## src/core/lmt_pkg.sv

```systemverilog
/*
 * Constants and carrier types for the legacy mixer translator.
 * Assumes a single core clock domain and an AC-link register-write engine downstream.
 */
package lmt_pkg;

    // Mixer indices, after the alias bits are dropped.
    localparam logic [7:0] MIX_RESET_TRIGGER = 8'h00;
    localparam logic [7:0] MIX_VOICE         = 8'h04;
    localparam logic [7:0] MIX_MIC           = 8'h0A;
    localparam logic [7:0] MIX_INPUT         = 8'h0C;
    localparam logic [7:0] MIX_OUTPUT        = 8'h0E;
    localparam logic [7:0] MIX_ID            = 8'h20;
    localparam logic [7:0] MIX_MASTER        = 8'h22;
    localparam logic [7:0] MIX_SYNTH         = 8'h26;
    localparam logic [7:0] MIX_DISC          = 8'h28;
    localparam logic [7:0] MIX_LINE          = 8'h2E;
    localparam logic [7:0] MIX_ALIAS_MASK    = 8'hEE;
    localparam logic [7:0] MIX_HIGH_BASE     = 8'h40;
    localparam logic [7:0] MIX_ID_VALUE      = 8'h11;
    localparam logic [7:0] MIX_HIGH_VALUE    = 8'hFF;

    // Values loaded by reset and by the reset trigger.
    localparam logic [7:0] DEF_LOUD          = 8'h99;
    localparam logic [7:0] DEF_QUIET         = 8'h11;

    // Field positions inside a mixer byte; MUTE_B is bit 15 of a codec word.
    localparam int LEFT_HI   = 7;
    localparam int LEFT_LO   = 5;
    localparam int RIGHT_HI  = 3;
    localparam int RIGHT_LO  = 1;
    localparam int MIC_HI    = 2;
    localparam int MIC_LO    = 1;
    localparam int INSEL_HI  = 2;
    localparam int INSEL_LO  = 1;
    localparam int STEREO_B  = 1;
    localparam int MUTE_B    = 15;

    // Codec register indices.
    localparam logic [6:0] AC_LINE_OUT  = 7'h02;
    localparam logic [6:0] AC_ALT_OUT   = 7'h04;
    localparam logic [6:0] AC_MONO_OUT  = 7'h06;
    localparam logic [6:0] AC_MIC       = 7'h0E;
    localparam logic [6:0] AC_LINE_IN   = 7'h10;
    localparam logic [6:0] AC_DISC      = 7'h12;
    localparam logic [6:0] AC_REC_SEL   = 7'h1A;

    // Record-select words.
    localparam logic [15:0] REC_MIC  = 16'h0000;
    localparam logic [15:0] REC_DISC = 16'h0101;
    localparam logic [15:0] REC_LINE = 16'h0404;

    // Input-select codes.
    localparam logic [1:0] SEL_DISC = 2'h1;
    localparam logic [1:0] SEL_LINE = 2'h3;

    // Pending codec targets, one bit each.
    localparam int PEND_N     = 8;
    localparam int P_LINE_OUT = 0;
    localparam int P_ALT_OUT  = 1;
    localparam int P_MONO_OUT = 2;
    localparam int P_MIC      = 3;
    localparam int P_LINE_IN  = 4;
    localparam int P_DISC     = 5;
    localparam int P_REC_SEL  = 6;
    localparam int P_REC_VOL  = 7;

    typedef struct packed {
        logic        secondary;
        logic [6:0]  reg_addr;
        logic [15:0] data;
    } lmt_codec_wr_t;

    typedef struct packed {
        logic [2:0] left;
        logic [2:0] right;
    } lmt_level_pair_t;

    typedef struct packed {
        logic [7:0] left;
        logic [7:0] right;
    } lmt_sample_t;

    typedef enum logic [0:0] {
        LS_IDLE = 1'b0,
        LS_BUSY = 1'b1
    } lmt_link_state_t;

endpackage

```

## src/core/lmt_top.sv

```systemverilog
/*
 * Legacy mixer translator: indirect mixer port, volume translation, codec write issue.
 * Assumes the host strobes are synchronous to CORE_CLK and the codec engine holds READY.
 */
// Overview of operation
// Codec select bit picks primary or secondary.
// Line-out disable skips codec register 02h.
// Alternate disable skips codec register 04h.
// Mono disable skips codec register 06h.
// Master write reaches every enabled master output.
// Master left 7:5, right 3:1 to 02/04; 06 takes left 7:5 only.
// Voice levels drive internal playback registers.
// Synth levels drive internal FM registers premix.
// Disc levels go to codec register 12h.
// Line levels go to codec register 10h.
// Input select goes to record select 1Ah.
// Select codes map mic, disc, mic, line.
// Record volume follows the selected source.
// Readback returns stored, last, 11h or FFh.
// Index bits 0 and 4 are ignored.
// Both levels zero sets the mute bit.
// One zero level gets maximum attenuation.
// Levels translate through lookup tables.
// Legacy samples are eight bits only.
// First stereo byte right, second left.
// Host clears hold-sample flag before legacy mode.
// Host sets codec DAC volume to 0 dB.
// Multiple codec writes queue, issued one each.
// Host writes index, then accesses value port.
`timescale 1ns/100ps
module lmt_top
    import lmt_pkg::*;
#(
    parameter logic [6:0] REC_VOL_REG = 7'h1C
)
(
    input  wire logic          CORE_CLK,
    input  wire logic          RESET,
    input  wire logic          INDEX_WR,
    input  wire logic          VALUE_WR,
    input  wire logic          VALUE_RD,
    input  wire logic [7:0]    WDATA,
    output logic      [7:0]    RDATA,
    output logic      [7:0]    INDEX,
    input  wire logic          CODEC_SELECT,
    input  wire logic          LINEOUT_UPDATE_DISABLE,
    input  wire logic          ALT_OUT_UPDATE_DISABLE,
    input  wire logic          MONO_OUT_UPDATE_DISABLE,
    output logic               CODEC_WR_VALID,
    input  wire logic          CODEC_WR_READY,
    output lmt_codec_wr_t      CODEC_WR,
    output lmt_level_pair_t    PLAYBACK_LEVEL,
    output lmt_level_pair_t    SYNTH_LEVEL,
    output logic               STEREO_OUTPUT_FLAG,
    input  wire logic          SAMPLE_IN_VALID,
    input  wire logic [7:0]    SAMPLE_IN,
    output logic               SAMPLE_OUT_VALID,
    output lmt_sample_t        SAMPLE_OUT
);

    if (REC_VOL_REG[0] != 1'b0)
        $error("REC_VOL_REG must be an even codec register index");

    function automatic logic [7:0] master_code(input logic [2:0] lvl);
        case (lvl)
            3'h0: master_code = 8'h1F;
            3'h1: master_code = 8'h12;
            3'h2: master_code = 8'h0E;
            3'h3: master_code = 8'h0B;
            3'h4: master_code = 8'h08;
            3'h5: master_code = 8'h05;
            3'h6: master_code = 8'h02;
            default: master_code = 8'h00;
        endcase
    endfunction

    function automatic logic [7:0] input_code(input logic [2:0] lvl);
        case (lvl)
            3'h0: input_code = 8'h1F;
            3'h1: input_code = 8'h1A;
            3'h2: input_code = 8'h16;
            3'h3: input_code = 8'h13;
            3'h4: input_code = 8'h10;
            3'h5: input_code = 8'h0D;
            3'h6: input_code = 8'h0A;
            default: input_code = 8'h08;
        endcase
    endfunction

    function automatic logic [7:0] mic_code(input logic [1:0] lvl);
        case (lvl)
            2'h0: mic_code = 8'h45;
            2'h1: mic_code = 8'h49;
            2'h2: mic_code = 8'h01;
            default: mic_code = 8'h04;
        endcase
    endfunction

    // Stereo codec word; a zero level already maps to the largest attenuation code.
    function automatic logic [15:0] stereo_word(input logic [7:0] v, input logic is_master);
        logic [2:0]  l;
        logic [2:0]  r;
        logic [15:0] w;
        l = v[LEFT_HI:LEFT_LO];
        r = v[RIGHT_HI:RIGHT_LO];
        w = is_master ? {master_code(l), master_code(r)} : {input_code(l), input_code(r)};
        w[MUTE_B] = (l == 3'h0) && (r == 3'h0);
        stereo_word = w;
    endfunction

    logic [7:0]            voice_level_r, mic_mix_level_r, input_source_select_r;
    logic [7:0]            output_setting_r, master_level_r, synth_level_r;
    logic [7:0]            disc_level_r, line_level_r, index_r, last_rd_r, rdata_r;
    logic [7:0]            voice_level_nxt, mic_mix_level_nxt, input_source_select_nxt;
    logic [7:0]            output_setting_nxt, master_level_nxt, synth_level_nxt;
    logic [7:0]            disc_level_nxt, line_level_nxt, index_nxt, last_rd_nxt, rdata_nxt;
    logic [PEND_N-1:0]     pend_r, pend_nxt, pend_set, pend_clr;
    lmt_link_state_t       link_r, link_nxt;
    lmt_codec_wr_t         out_r, out_nxt;
    logic [7:0]            dec_idx, rd_value;
    logic [1:0]            in_sel;
    logic [15:0]           rec_sel_word, rec_vol_word;
    logic                  half_r, half_nxt, sval_r, sval_nxt;
    lmt_sample_t           samp_r, samp_nxt;

    assign dec_idx = index_r & MIX_ALIAS_MASK;
    assign in_sel  = input_source_select_r[INSEL_HI:INSEL_LO];

    always_comb
    begin
        case (in_sel)
            SEL_DISC: rec_sel_word = REC_DISC;
            SEL_LINE: rec_sel_word = REC_LINE;
            default:  rec_sel_word = REC_MIC;
        endcase
        case (in_sel)
            SEL_DISC: rec_vol_word = stereo_word(disc_level_r, 1'b0);
            SEL_LINE: rec_vol_word = stereo_word(line_level_r, 1'b0);
            default:  rec_vol_word = {8'h00, mic_code(mic_mix_level_r[MIC_HI:MIC_LO])};
        endcase
    end

    always_comb
    begin
        if (dec_idx >= MIX_HIGH_BASE)
            rd_value = MIX_HIGH_VALUE;
        else
            case (dec_idx)
                8'h02, MIX_MASTER: rd_value = master_level_r;
                MIX_VOICE:         rd_value = voice_level_r;
                8'h06, MIX_SYNTH:  rd_value = synth_level_r;
                8'h08, MIX_DISC:   rd_value = disc_level_r;
                MIX_MIC:           rd_value = mic_mix_level_r;
                MIX_INPUT:         rd_value = input_source_select_r;
                MIX_OUTPUT:        rd_value = output_setting_r;
                MIX_ID:            rd_value = MIX_ID_VALUE;
                MIX_LINE:          rd_value = line_level_r;
                default:           rd_value = last_rd_r;
            endcase
    end

    always_comb
    begin
        voice_level_nxt         = voice_level_r;
        mic_mix_level_nxt       = mic_mix_level_r;
        input_source_select_nxt = input_source_select_r;
        output_setting_nxt      = output_setting_r;
        master_level_nxt        = master_level_r;
        synth_level_nxt         = synth_level_r;
        disc_level_nxt          = disc_level_r;
        line_level_nxt          = line_level_r;
        index_nxt               = INDEX_WR ? WDATA : index_r;
        last_rd_nxt             = last_rd_r;
        rdata_nxt               = rdata_r;
        pend_set                = '0;
        if (VALUE_RD)
        begin
            rdata_nxt   = rd_value;
            last_rd_nxt = rd_value;
        end
        if (VALUE_WR && !INDEX_WR)
            case (dec_idx)
                MIX_RESET_TRIGGER:
                begin
                    voice_level_nxt         = DEF_LOUD;
                    master_level_nxt        = DEF_LOUD;
                    synth_level_nxt         = DEF_LOUD;
                    mic_mix_level_nxt       = DEF_QUIET;
                    input_source_select_nxt = DEF_QUIET;
                    output_setting_nxt      = DEF_QUIET;
                    disc_level_nxt          = DEF_QUIET;
                    line_level_nxt          = DEF_QUIET;
                    pend_set                = '1;
                    pend_set[P_LINE_OUT]    = !LINEOUT_UPDATE_DISABLE;
                    pend_set[P_ALT_OUT]     = !ALT_OUT_UPDATE_DISABLE;
                    pend_set[P_MONO_OUT]    = !MONO_OUT_UPDATE_DISABLE;
                end
                MIX_VOICE:  voice_level_nxt = WDATA;
                MIX_SYNTH:  synth_level_nxt = WDATA;
                MIX_OUTPUT: output_setting_nxt = WDATA;
                MIX_MASTER:
                begin
                    master_level_nxt     = WDATA;
                    pend_set[P_LINE_OUT] = !LINEOUT_UPDATE_DISABLE;
                    pend_set[P_ALT_OUT]  = !ALT_OUT_UPDATE_DISABLE;
                    pend_set[P_MONO_OUT] = !MONO_OUT_UPDATE_DISABLE;
                end
                MIX_MIC:
                begin
                    mic_mix_level_nxt   = WDATA;
                    pend_set[P_MIC]     = 1'b1;
                    pend_set[P_REC_VOL] = 1'b1;
                end
                MIX_INPUT:
                begin
                    input_source_select_nxt = WDATA;
                    pend_set[P_REC_SEL]     = 1'b1;
                    pend_set[P_REC_VOL]     = 1'b1;
                end
                MIX_DISC:
                begin
                    disc_level_nxt      = WDATA;
                    pend_set[P_DISC]    = 1'b1;
                    pend_set[P_REC_VOL] = 1'b1;
                end
                MIX_LINE:
                begin
                    line_level_nxt      = WDATA;
                    pend_set[P_LINE_IN] = 1'b1;
                    pend_set[P_REC_VOL] = 1'b1;
                end
                default: ;
            endcase
    end

    // One codec write at a time; pending targets coalesce and are built from current values.
    always_comb
    begin
        link_nxt = link_r;
        out_nxt  = out_r;
        pend_clr = '0;
        if (link_r == LS_IDLE || CODEC_WR_READY)
        begin
            link_nxt = LS_IDLE;
            for (int i = PEND_N - 1; i >= 0; i--)
                if (pend_r[i])
                begin
                    pend_clr          = '0;
                    pend_clr[i]       = 1'b1;
                    link_nxt          = LS_BUSY;
                    out_nxt.secondary = CODEC_SELECT;
                    case (i)
                        P_LINE_OUT:
                        begin
                            out_nxt.reg_addr = AC_LINE_OUT;
                            out_nxt.data     = stereo_word(master_level_r, 1'b1);
                        end
                        P_ALT_OUT:
                        begin
                            out_nxt.reg_addr = AC_ALT_OUT;
                            out_nxt.data     = stereo_word(master_level_r, 1'b1);
                        end
                        P_MONO_OUT:
                        begin
                            out_nxt.reg_addr = AC_MONO_OUT;
                            out_nxt.data     = {master_level_r[LEFT_HI:LEFT_LO] == 3'h0,
                                                7'h00,
                                                master_code(master_level_r[LEFT_HI:LEFT_LO])};
                        end
                        P_MIC:
                        begin
                            out_nxt.reg_addr = AC_MIC;
                            out_nxt.data     = {8'h00,
                                                mic_code(mic_mix_level_r[MIC_HI:MIC_LO])};
                        end
                        P_LINE_IN:
                        begin
                            out_nxt.reg_addr = AC_LINE_IN;
                            out_nxt.data     = stereo_word(line_level_r, 1'b0);
                        end
                        P_DISC:
                        begin
                            out_nxt.reg_addr = AC_DISC;
                            out_nxt.data     = stereo_word(disc_level_r, 1'b0);
                        end
                        P_REC_SEL:
                        begin
                            out_nxt.reg_addr = AC_REC_SEL;
                            out_nxt.data     = rec_sel_word;
                        end
                        default:
                        begin
                            out_nxt.reg_addr = REC_VOL_REG;
                            out_nxt.data     = rec_vol_word;
                        end
                    endcase
                end
        end
        pend_nxt = (pend_r & ~pend_clr) | pend_set;
    end

    // Legacy samples: one byte per strobe, stereo pairs arrive right first.
    always_comb
    begin
        half_nxt = half_r;
        samp_nxt = samp_r;
        sval_nxt = 1'b0;
        if (SAMPLE_IN_VALID)
        begin
            if (!output_setting_r[STEREO_B])
            begin
                samp_nxt = '{left: SAMPLE_IN, right: SAMPLE_IN};
                sval_nxt = 1'b1;
                half_nxt = 1'b0;
            end
            else if (!half_r)
            begin
                samp_nxt.right = SAMPLE_IN;
                half_nxt       = 1'b1;
            end
            else
            begin
                samp_nxt.left = SAMPLE_IN;
                sval_nxt      = 1'b1;
                half_nxt      = 1'b0;
            end
        end
    end

    always_ff @(posedge CORE_CLK or posedge RESET)
    begin
        if (RESET)
        begin
            voice_level_r         <= DEF_LOUD;
            master_level_r        <= DEF_LOUD;
            synth_level_r         <= DEF_LOUD;
            mic_mix_level_r       <= DEF_QUIET;
            input_source_select_r <= DEF_QUIET;
            output_setting_r      <= DEF_QUIET;
            disc_level_r          <= DEF_QUIET;
            line_level_r          <= DEF_QUIET;
            index_r               <= MIX_HIGH_VALUE;
            last_rd_r             <= MIX_ID_VALUE;
            rdata_r               <= MIX_ID_VALUE;
            pend_r                <= '0;
            link_r                <= LS_IDLE;
            out_r                 <= '0;
            half_r                <= 1'b0;
            samp_r                <= '0;
            sval_r                <= 1'b0;
        end
        else
        begin
            voice_level_r         <= voice_level_nxt;
            master_level_r        <= master_level_nxt;
            synth_level_r         <= synth_level_nxt;
            mic_mix_level_r       <= mic_mix_level_nxt;
            input_source_select_r <= input_source_select_nxt;
            output_setting_r      <= output_setting_nxt;
            disc_level_r          <= disc_level_nxt;
            line_level_r          <= line_level_nxt;
            index_r               <= index_nxt;
            last_rd_r             <= last_rd_nxt;
            rdata_r               <= rdata_nxt;
            pend_r                <= pend_nxt;
            link_r                <= link_nxt;
            out_r                 <= out_nxt;
            half_r                <= half_nxt;
            samp_r                <= samp_nxt;
            sval_r                <= sval_nxt;
        end
    end

    assign RDATA              = rdata_r;
    assign INDEX              = index_r;
    assign CODEC_WR_VALID     = (link_r == LS_BUSY);
    assign CODEC_WR           = out_r;
    assign PLAYBACK_LEVEL     = '{left:  voice_level_r[LEFT_HI:LEFT_LO],
                                  right: voice_level_r[RIGHT_HI:RIGHT_LO]};
    assign SYNTH_LEVEL        = '{left:  synth_level_r[LEFT_HI:LEFT_LO],
                                  right: synth_level_r[RIGHT_HI:RIGHT_LO]};
    assign STEREO_OUTPUT_FLAG = output_setting_r[STEREO_B];
    assign SAMPLE_OUT_VALID   = sval_r;
    assign SAMPLE_OUT         = samp_r;
endmodule

```

## config.mk

```make
export PLATFORM = sky130hd
export DESIGN_NAME = lmt_top
export DESIGN_NICKNAME = d
export VERILOG_FILES = /design/src/core/lmt_pkg.sv /design/src/core/lmt_top.sv
export SDC_FILE = /design/constraint.sdc
export NUM_CORES = 1
export LEC_CHECK = 0
export BUFFER_PORTS_ARGS = -buffer_cell sky130_fd_sc_hd__buf_2
export CAP_MARGIN = 5
export CORE_UTILIZATION = 57
export CTS_BUF_LIST = sky130_fd_sc_hd__clkbuf_16
export CTS_CLUSTER_DIAMETER = 60
export DETAILED_ROUTE_END_ITERATION = 7
export HOLD_SLACK_MARGIN = 0.12
export PLACE_DENSITY = 0.81
export REMOVE_ABC_BUFFERS = 1
export SLEW_MARGIN = 25
export SYNTH_ARGS = -nofsm -noshare
export SYNTH_HDL_FRONTEND = slang
export SYNTH_SLANG_ARGS = --single-unit
```

## constraint.sdc

```tcl
create_clock -name CORE_CLK -period 4.2 [get_ports CORE_CLK]
set_input_delay 0 -clock CORE_CLK [delete_from_list [all_inputs] [get_ports CORE_CLK]]
set_output_delay 0 -clock CORE_CLK [all_outputs]
set_load 0.02 [all_outputs]
```

## Word level (Yosys, flattened, before mapping)

Index checks and enable logic that the tools add are counted.

| word-level totals | value |
|---|---|
| flip-flop bits (word level) | 131 |
| input port bits | 27 |
| output and inout port bits | 71 |
| word-level logic and storage cells | 185 |

| operators by class | value |
|---|---|
| $lt $le $gt $ge | 1 |
| equality and inequality tests | 54 |
| mux-type cells | 59 |
| bitwise gates (word level) | 4 |
| reduce and logical (&&, ||, !) cells | 48 |

Operators with widths:

| operator | number |
|---|---|
| 5-bit case mux with 7 select lines | 6 |
| 24-bit 2-to-1 mux | 8 |
| 8-bit case mux with 2 select lines | 8 |
| 8-bit 2-to-1 mux | 13 |
| 8-bit case mux with 9 select lines | 1 |
| 3-bit equality test (second input constant) | 18 |
| 3-bit by 2-bit equality test with 1-bit output (second input constant) | 12 |
| 16-bit case mux with 2 select lines | 1 |
| 6-bit by 4-bit equality test with 1-bit output (second input constant) | 5 |
| 6-bit by 3-bit equality test with 1-bit output (second input constant) | 4 |
| 2-bit AND reduction | 12 |
| 11-bit case mux with 2 select lines | 1 |
| 7-bit case mux with 3 select lines | 1 |
| 3-bit by 1-bit equality test with 1-bit output (second input constant) | 6 |
| 3-bit logical NOT | 6 |
| 1-bit 2-to-1 mux | 18 |
| 16-bit 2-to-1 mux | 1 |
| 2-bit nonzero test | 8 |
| 2-bit OR reduction | 8 |
| 6-bit by 2-bit equality test with 1-bit output (second input constant) | 2 |
| 10-bit nonzero test | 1 |
| 8-bit AND | 1 |
| 8-bit by 7-bit greater-or-equal comparator with 1-bit output (second input constant) | 1 |
| 8-bit logical NOT | 1 |
| 15 further kinds | 23 |

## Depth between registers and ports, before layout

Gate-level depths: netlist of the first run.

| logic depth | value |
|---|---|
| word-level depth | 12 |
| mapped depth | 7 |
| mapped depth without buffers | 7 |

## Worst setup path after synthesis of the first run

Ideal clock, no wire load.

| path | value |
|---|---|
| kind | flip-flop to flip-flop |
| start | register index_r[7], in the netlist INDEX[7] |
| end | register input_source_select_r[3] |
| setup time | 0.121 ns |
| arrival | 2.017 ns |
| slack | 2.062 ns |
| stages on the path, launching flop included | 8 |
| path buffers | 3 |
| period minus slack after synthesis | 2.138 ns |
| cells stage by stage | dfstp_2 or4b_1 buf_2 or2_0 clkbuf_1 or3_1 buf_2 a22o_1 |

| between the ends | value |
|---|---|
| longest elaborated chain between the ends | 3 |

Ends and longest elaborated chain:

| element | line | source |
|---|---|---|
| from (decl) | lmt_top.sv:113 | `logic [7:0] disc_level_r, line_level_r, index_r, last_rd_r, rdata_r;` |
| from (signal assigned) | lmt_top.sv:362 | `index_r <= index_nxt;` |
| 6-bit by 3-bit equality test with 1-bit output or 8-bit logical NOT (tied branches) | lmt_top.sv:182 | `case (dec_idx)` |
| 2-bit nonzero test (no source line) | n/a |  |
| 2-bit AND reduction (no source line) | n/a |  |
| to (signal assigned) | lmt_top.sv:358 | `input_source_select_r <= input_source_select_nxt;` |
| to (decl) | lmt_top.sv:111 | `logic [7:0] voice_level_r, mic_mix_level_r, input_source_select_r;` |

Several ways; a longest one is shown, not always the timed one.
A chain may end at the register's enable or synchronous reset.

## Worst setup path in the final report of the first run

| path | value |
|---|---|
| start | register index_r[2], in the netlist INDEX[2] |
| end | register voice_level_r[6] |

| between the ends | value |
|---|---|
| longest elaborated chain between the ends | 3 |

Ends and longest elaborated chain:

| element | line | source |
|---|---|---|
| 6-bit by 2-bit equality test with 1-bit output or 8-bit logical NOT (tied branches) | lmt_top.sv:182 |  |
| 2-bit nonzero test (no source line) | n/a |  |
| 2-bit AND reduction (no source line) | n/a |  |
| to (signal assigned) | lmt_top.sv:354 | `voice_level_r <= voice_level_nxt;` |
| to (decl) | lmt_top.sv:111 |  |

Several ways; a longest one is shown, not always the timed one.

==> results of run 1 <==
==> cells in the final DEF (no fill, tap or decap), types with 4 or more instances in the layout <==
cell type      count
a21o_1             6
a21oi_1           26
a221oi_1           8
a22o_1            31
a22oi_1           19
a2bb2oi_1          8
a31oi_1            4
and3_1             5
buf_2             90
clkbuf_16         17
clkinv_1           5
clkinvlp_4         4
conb_1             7
dfrtp_1           92
dfstp_2           32
dlygate4sd3_1     33
ha_1               4
inv_1             24
mux2_2            23
nand2_1           73
nand2b_1           5
nand3_1           10
nand3b_1           6
nand4_1            4
nor2_1            46
nor2b_1           11
nor3_1            13
o211ai_1           4
o21a_1             7
o21ai_0           55
o22a_1             6
o22ai_1           16
o31ai_1            4
o32a_1             5
or2_2              6
or3_1              8
xor2_1             9
==> cell type report <==
class / count / share of cell area, %
flip-flops and latches: 124 / 40.62
multi-input cells: 472 / 38.34
repair buffers: 125 / 10.28
clock buffers: 17 / 5.498
well taps: 140 / 2.264
clock inverters: 15 / 1.714
inverters: 25 / 1.277
==> critical path, stage by stage (launching register included) <==
cell	delay, ns
dfstp_2	0.93
nor2b_1	0.65
and3_1	0.52
nand3b_1	0.25
o21ai_0	0.28
==> worst min path at each step <==
stage,startpoint,endpoint,cells after the start
after floorplan,SAMPLE_IN_VALID,half_r,1
after global placement,LINEOUT_UPDATE_DISABLE,pend_r[0],2
after detailed placement,ALT_OUT_UPDATE_DISABLE,pend_r[1],2
after CTS,CODEC_SELECT,CODEC_WR[23],4
after global routing,RESET,CODEC_WR[20],3
final,RESET,SAMPLE_OUT[11],3
==> cells by family (layout without fill, tap and decap cells) <==
| logic type | Yosys count | in the layout | synth area share [%] |
|---|---|---|---|
| xor+xnor | 10 | 10 | 1.343 |
| flops | 124 | 124 | 48.20 |
| simple gates | 205 | 205 | 15.25 |
| other cells | 1 | 7 | 0.05750 |
| buf+inv | 96 | 182 | 6.658 |
| fa+ha+maj | 4 | 4 | 0.7675 |
| mux | 26 | 26 | 4.432 |
| compound gates | 220 | 220 | 23.29 |
==> power by group <==
part	leakage, nW	internal, mW	switching [mW]
logic	1.72	0.442	0.640
registers	1.51	1.51	0.268
clock network	0.270	0.857	0.535
total	3.50	2.81	1.44
==> metrics by stage <==
| stage | utilization, % | cells | hold slack [ns] |
|---|---|---|---|
| after floorplan | - | 621 | 0.09645 |
| after global placement | 62.34 | 853 | 0.1930 |
| after detailed placement | 62.36 | 853 | 0.2021 |
| after CTS | 70.45 | 918 | 0.3066 |
| after global routing | 70.45 | 918 | 0.3497 |
| final | 70.45 | 918 | 0.2729 |
==> metal layers <==
metal  track usage (%)  part of all wire (%)  vias up  routed length [µm]
met5                 0                     0        -                   0
met4             14.19                   2.8        0                 531
met3             10.28                   9.9       51                1843
met2             49.96                    45      311                8437
met1             45.15                    42     2793                7837
li1                  -                     -     2614                   -
==> timing repair <==
| action | in CTS | in global routing |
|---|---|---|
| hold buffers | 33 | 0 |
| endpoints found under the hold margin | 172 | 0 |
| setup endpoints to repair | 0 | 0 |
==> results_dict.tcl, run 1 <==
set metrics [dict create \
    status "completed" \
    r2r_cells 4 \
    h-tree-depth 4 \
    place_area_um2 6849 \
    grt-ovfl-total 0 \
    synth_seq_cells 124 \
    die_h_um 109.0 \
    core_area_um2 10980 \
    cts-resized-gates 0 \
    period_needed_ns 2.732 \
    dp_slack_ns 1.522 \
    gp_congestion 0.9707 \
    final_cell_area_um2 7737 \
    rrSetupSlack_ns 1.47 \
    synth_seq_area_share_pct 48.20 \
    crit_path_end "voice_level_r[6]" \
    num_antenna_cells 0 \
    clock_latency_ns 0.43 \
    vias 5769 \
    grt_pass1_vias 5555 \
    ys_dominant_reg_cell "dfrtp_1" \
    synth_largest_area_cell "dfrtp_1" \
    ir_drop_mv 0.5910 \
    first_pass_iters 5 \
    rsz0062_at_grt "false" \
    avgSynthCellArea_um2 9.506 \
    cts_tree "built" \
    hp-class "input port to asynchronous set/reset pin" \
    p_total_mw 4.252 \
    synthTopCellsByArea "dfrtp_1, dfstp_2, o21ai_0, nand2_1, a22o_1" \
    final.setup.worst_slack_ns 1.468 \
    max_slew_margin_pct 38.40 \
    n_fill_cell 840 \
    post_cts_buffers 0 \
    critical_path_class "flip-flop to flip-flop" \
    die_area_um2 11870 \
    wl_per_cell_um 20.31 \
    min_period_over_period_pct 65.05 \
    tns_ns 0 \
    wl_mm 18.65 \
    ioPinCount 98 \
    critical_path.endpoint_type "flip-flop" \
    p_per_area_nw_per_um2 549.5 \
    synth_warnings 0 \
    cts_buffers 17 \
    seq_area_um2 3143 \
    p_leak_nw 3.502 \
    hold_violations 0 \
    multi_input_area_um2 2967 \
    largest_reg_flops 17 \
    drive_above_1_share_pct 23.52 \
    grt_util_all_layers_pct 33.52 \
    syn_inst 686 \
    rows 38 \
    worstSetupStartpoint "INDEX[2]" \
    slew_violations 0 \
    synth_edf_count 0 \
    setup_violations 0 \
    layout.nets 796 \
    cts_sinks 124 \
    finalClockSkew_ns 0.01267 \
    synth_common_cells "dfrtp_1, nand2_1, o21ai_0" \
    timing.rr.start "INDEX[2]" \
    numPortBuffers 90 \
    synth_most_common_cell "dfrtp_1" \
    syn_area_um2 6521 \
    fmax_mhz 366.0 \
    antenna_found_initial 0 \
    drc_errors 0 \
    r2r-end "voice_level_r[6]" \
    synth.distinct_cells 60 \
    worst_slew_pin_slew_ns 0.9219 \
    fp.dieW_um 109.0 \
    hpwlAfterDp_mm 13.08 \
    clock-root-buffer "clkbuf_16" \
    clk_pin_slew_ns 0.06 \
    worstSetupStartpointType "flip-flop" \
    maxCapViolCount 0 \
    start_util_pct 59.38 \
    synth_top_area_share_pct 35.30 \
    detail-route-antenna-nets 0 \
    grt_max_degree 90 \
    worstPathMaxFanout 35 \
    area_delta_synth_final_pct 18.65 \
    async_reset_ff_share_pct 100.0 \
    grt_pass1_wl_mm 29.50 \
    crit_arrival_ns 3.06 \
    required_ns 4.53 \
    clk_path_buf_depth 2 \
    drt_iter0_drc 613 \
    drt-vias-per-instance 6.284 \
]
Note: power is estimated with default switching activity, not from simulation.
==> run 2, diff against run 1 <==
==> constraint.sdc (replaced) <==
create_clock -name CORE_CLK -period 2.6 [get_ports CORE_CLK]
set_input_delay 0 -clock CORE_CLK [delete_from_list [all_inputs] [get_ports CORE_CLK]]
set_output_delay 0 -clock CORE_CLK [all_outputs]
set_load 0.02 [all_outputs]
==> results_dict.tcl, run 2 (synthesis results as in run 1) <==
set metrics [dict create \
    h-tree-depth 4 \
    start_util_pct 59.38 \
    hp-class "input port to asynchronous set/reset pin" \
    period_needed_ns 2.373 \
    slowest_delay_ns 0.66 \
    hold_violations 0 \
    die_h_um 109.0 \
    wl_mm 18.66 \
    cp_cell_sequence "or4b_1 -> nor2_1 -> nand2_1 -> o21ai_0 -> dlygate4sd3_1" \
    slew_violations 0 \
    antenna_found_initial 0 \
    clock-root-buffer "clkbuf_16" \
    ioPinCount 98 \
    finalClockSkew_ns 0.008230 \
    largest_reg_flops 17 \
    grt_max_degree 59 \
    dp_slack_ns 0.3375 \
    drt-vias-per-instance 6.260 \
    setup_violations 0 \
    first_pass_iters 8 \
    grt_util_all_layers_pct 33.49 \
    core_area_um2 10980 \
    clk_pin_slew_ns 0.05 \
    p_leak_nw 3.602 \
    worst_path_max_delay_cell "or4b_1" \
    max_slew_margin_pct 43.00 \
    detail-route-antenna-nets 0 \
    drive_above_1_share_pct 24.81 \
    p_per_area_nw_per_um2 854.5 \
    final.setup.worst_slack_ns 0.2272 \
    crit_arrival_ns 2.73 \
    status "completed" \
    hold_slack_ns 0.2556 \
    holdBufCountCts 36 \
    n_fill_cell 816 \
    layout.nets 816 \
    cts_buffers 17 \
    worstPathMaxFanout 8 \
    hpwlAfterDp_mm 13.07 \
    seq_area_um2 3143 \
    fp.dieW_um 109.0 \
    fmax_mhz 421.4 \
    drt_iter0_drc 598 \
    ir_drop_mv 0.5819 \
    critical_path.endpoint_type "flip-flop" \
    num_antenna_cells 0 \
    drc_errors 0 \
    gp_congestion 0.9517 \
    cts_sinks 124 \
    clk_path_buf_depth 2 \
    cts-resized-gates 0 \
    worstSetupStartpointType "flip-flop" \
    maxCapViolCount 0 \
    rows 38 \
    cts_tree "built" \
    area_delta_synth_final_pct 20.55 \
    multi_input_area_um2 2967 \
    mostFrequentLayoutCell "dfrtp_1" \
    grt-ovfl-total 0 \
    grt_pass1_vias 5615 \
    vias 5872 \
    rsz0062_at_grt "false" \
    wl_per_cell_um 19.89 \
    required_ns 2.96 \
    grt_pass1_wl_mm 29.61 \
    numPortBuffers 90 \
    clock_latency_ns 0.43 \
    tns_ns 0 \
    worst_slew_pin_slew_ns 0.8550 \
    layout_common_cells "dfrtp_1, buf_2, nand2_1" \
    critical_path_class "flip-flop to flip-flop" \
    min_period_over_period_pct 91.26 \
    post_cts_buffers 0 \
    die_area_um2 11870 \
]
[run 2: where the power goes]
| part | switching, mW | leakage, nW | internal [mW] |
|---|---|---|---|
| Sequential | 0.413 | 1.51 | 2.44 |
| Clock | 0.831 | 0.268 | 1.23 |
| Combinational | 1.05 | 1.82 | 0.756 |
[run 2: layout make-up]
type | count | share of cell area, %
clock buffer | 18 | 5.730
clock inverter | 14 | 0.8117
sequential | 124 | 39.98
multi-input combinational | 472 | 37.74
tap | 140 | 2.228
timing repair buffer | 145 | 12.29
inverter | 25 | 1.226
[run 2: final timing paths]
check,startpoint,end,slack (ns),cells past startpoint
max reg2reg,INDEX[7],pend_r[1],0.23,5
max in group asynchronous,RESET,line_level_r[0],1.51,4
max,INDEX[7],pend_r[1],0.23,5
min in group CORE_CLK,CODEC_SELECT,CODEC_WR[23],0.31,4
min,RESET,SAMPLE_OUT[3],0.26,3
min reg2reg,CODEC_WR[23],CODEC_WR[23],0.47,2
[run 2: critical path: cells and delay by family (launching register included)]
kind	cells	cell delay [ns]
AO/OA/AOI/OAI	1	0.20
buffers and inverters	1	0.57
flip-flops	1	0.38
AND/OR/NAND/NOR	3	1.15
[run 2: stage by stage]
stage	util (%)	instance area [µm²]	total power [mW]	std cells
after detailed placement	63.61	6987	4.592	870
after CTS	71.58	7861	6.704	938
after global placement	63.61	6987	4.529	870
final	71.58	7861	6.717	938
after global routing	71.58	7861	7.043	938
after floorplan	-	6203	3.924	621
[run 2: per-layer routing]
metal  part of all wire [%]  track usage, %
met4                    2.6           12.93
met1                     42           46.33
met5                      0               0
met3                    9.8           9.205
met2                     46           49.96
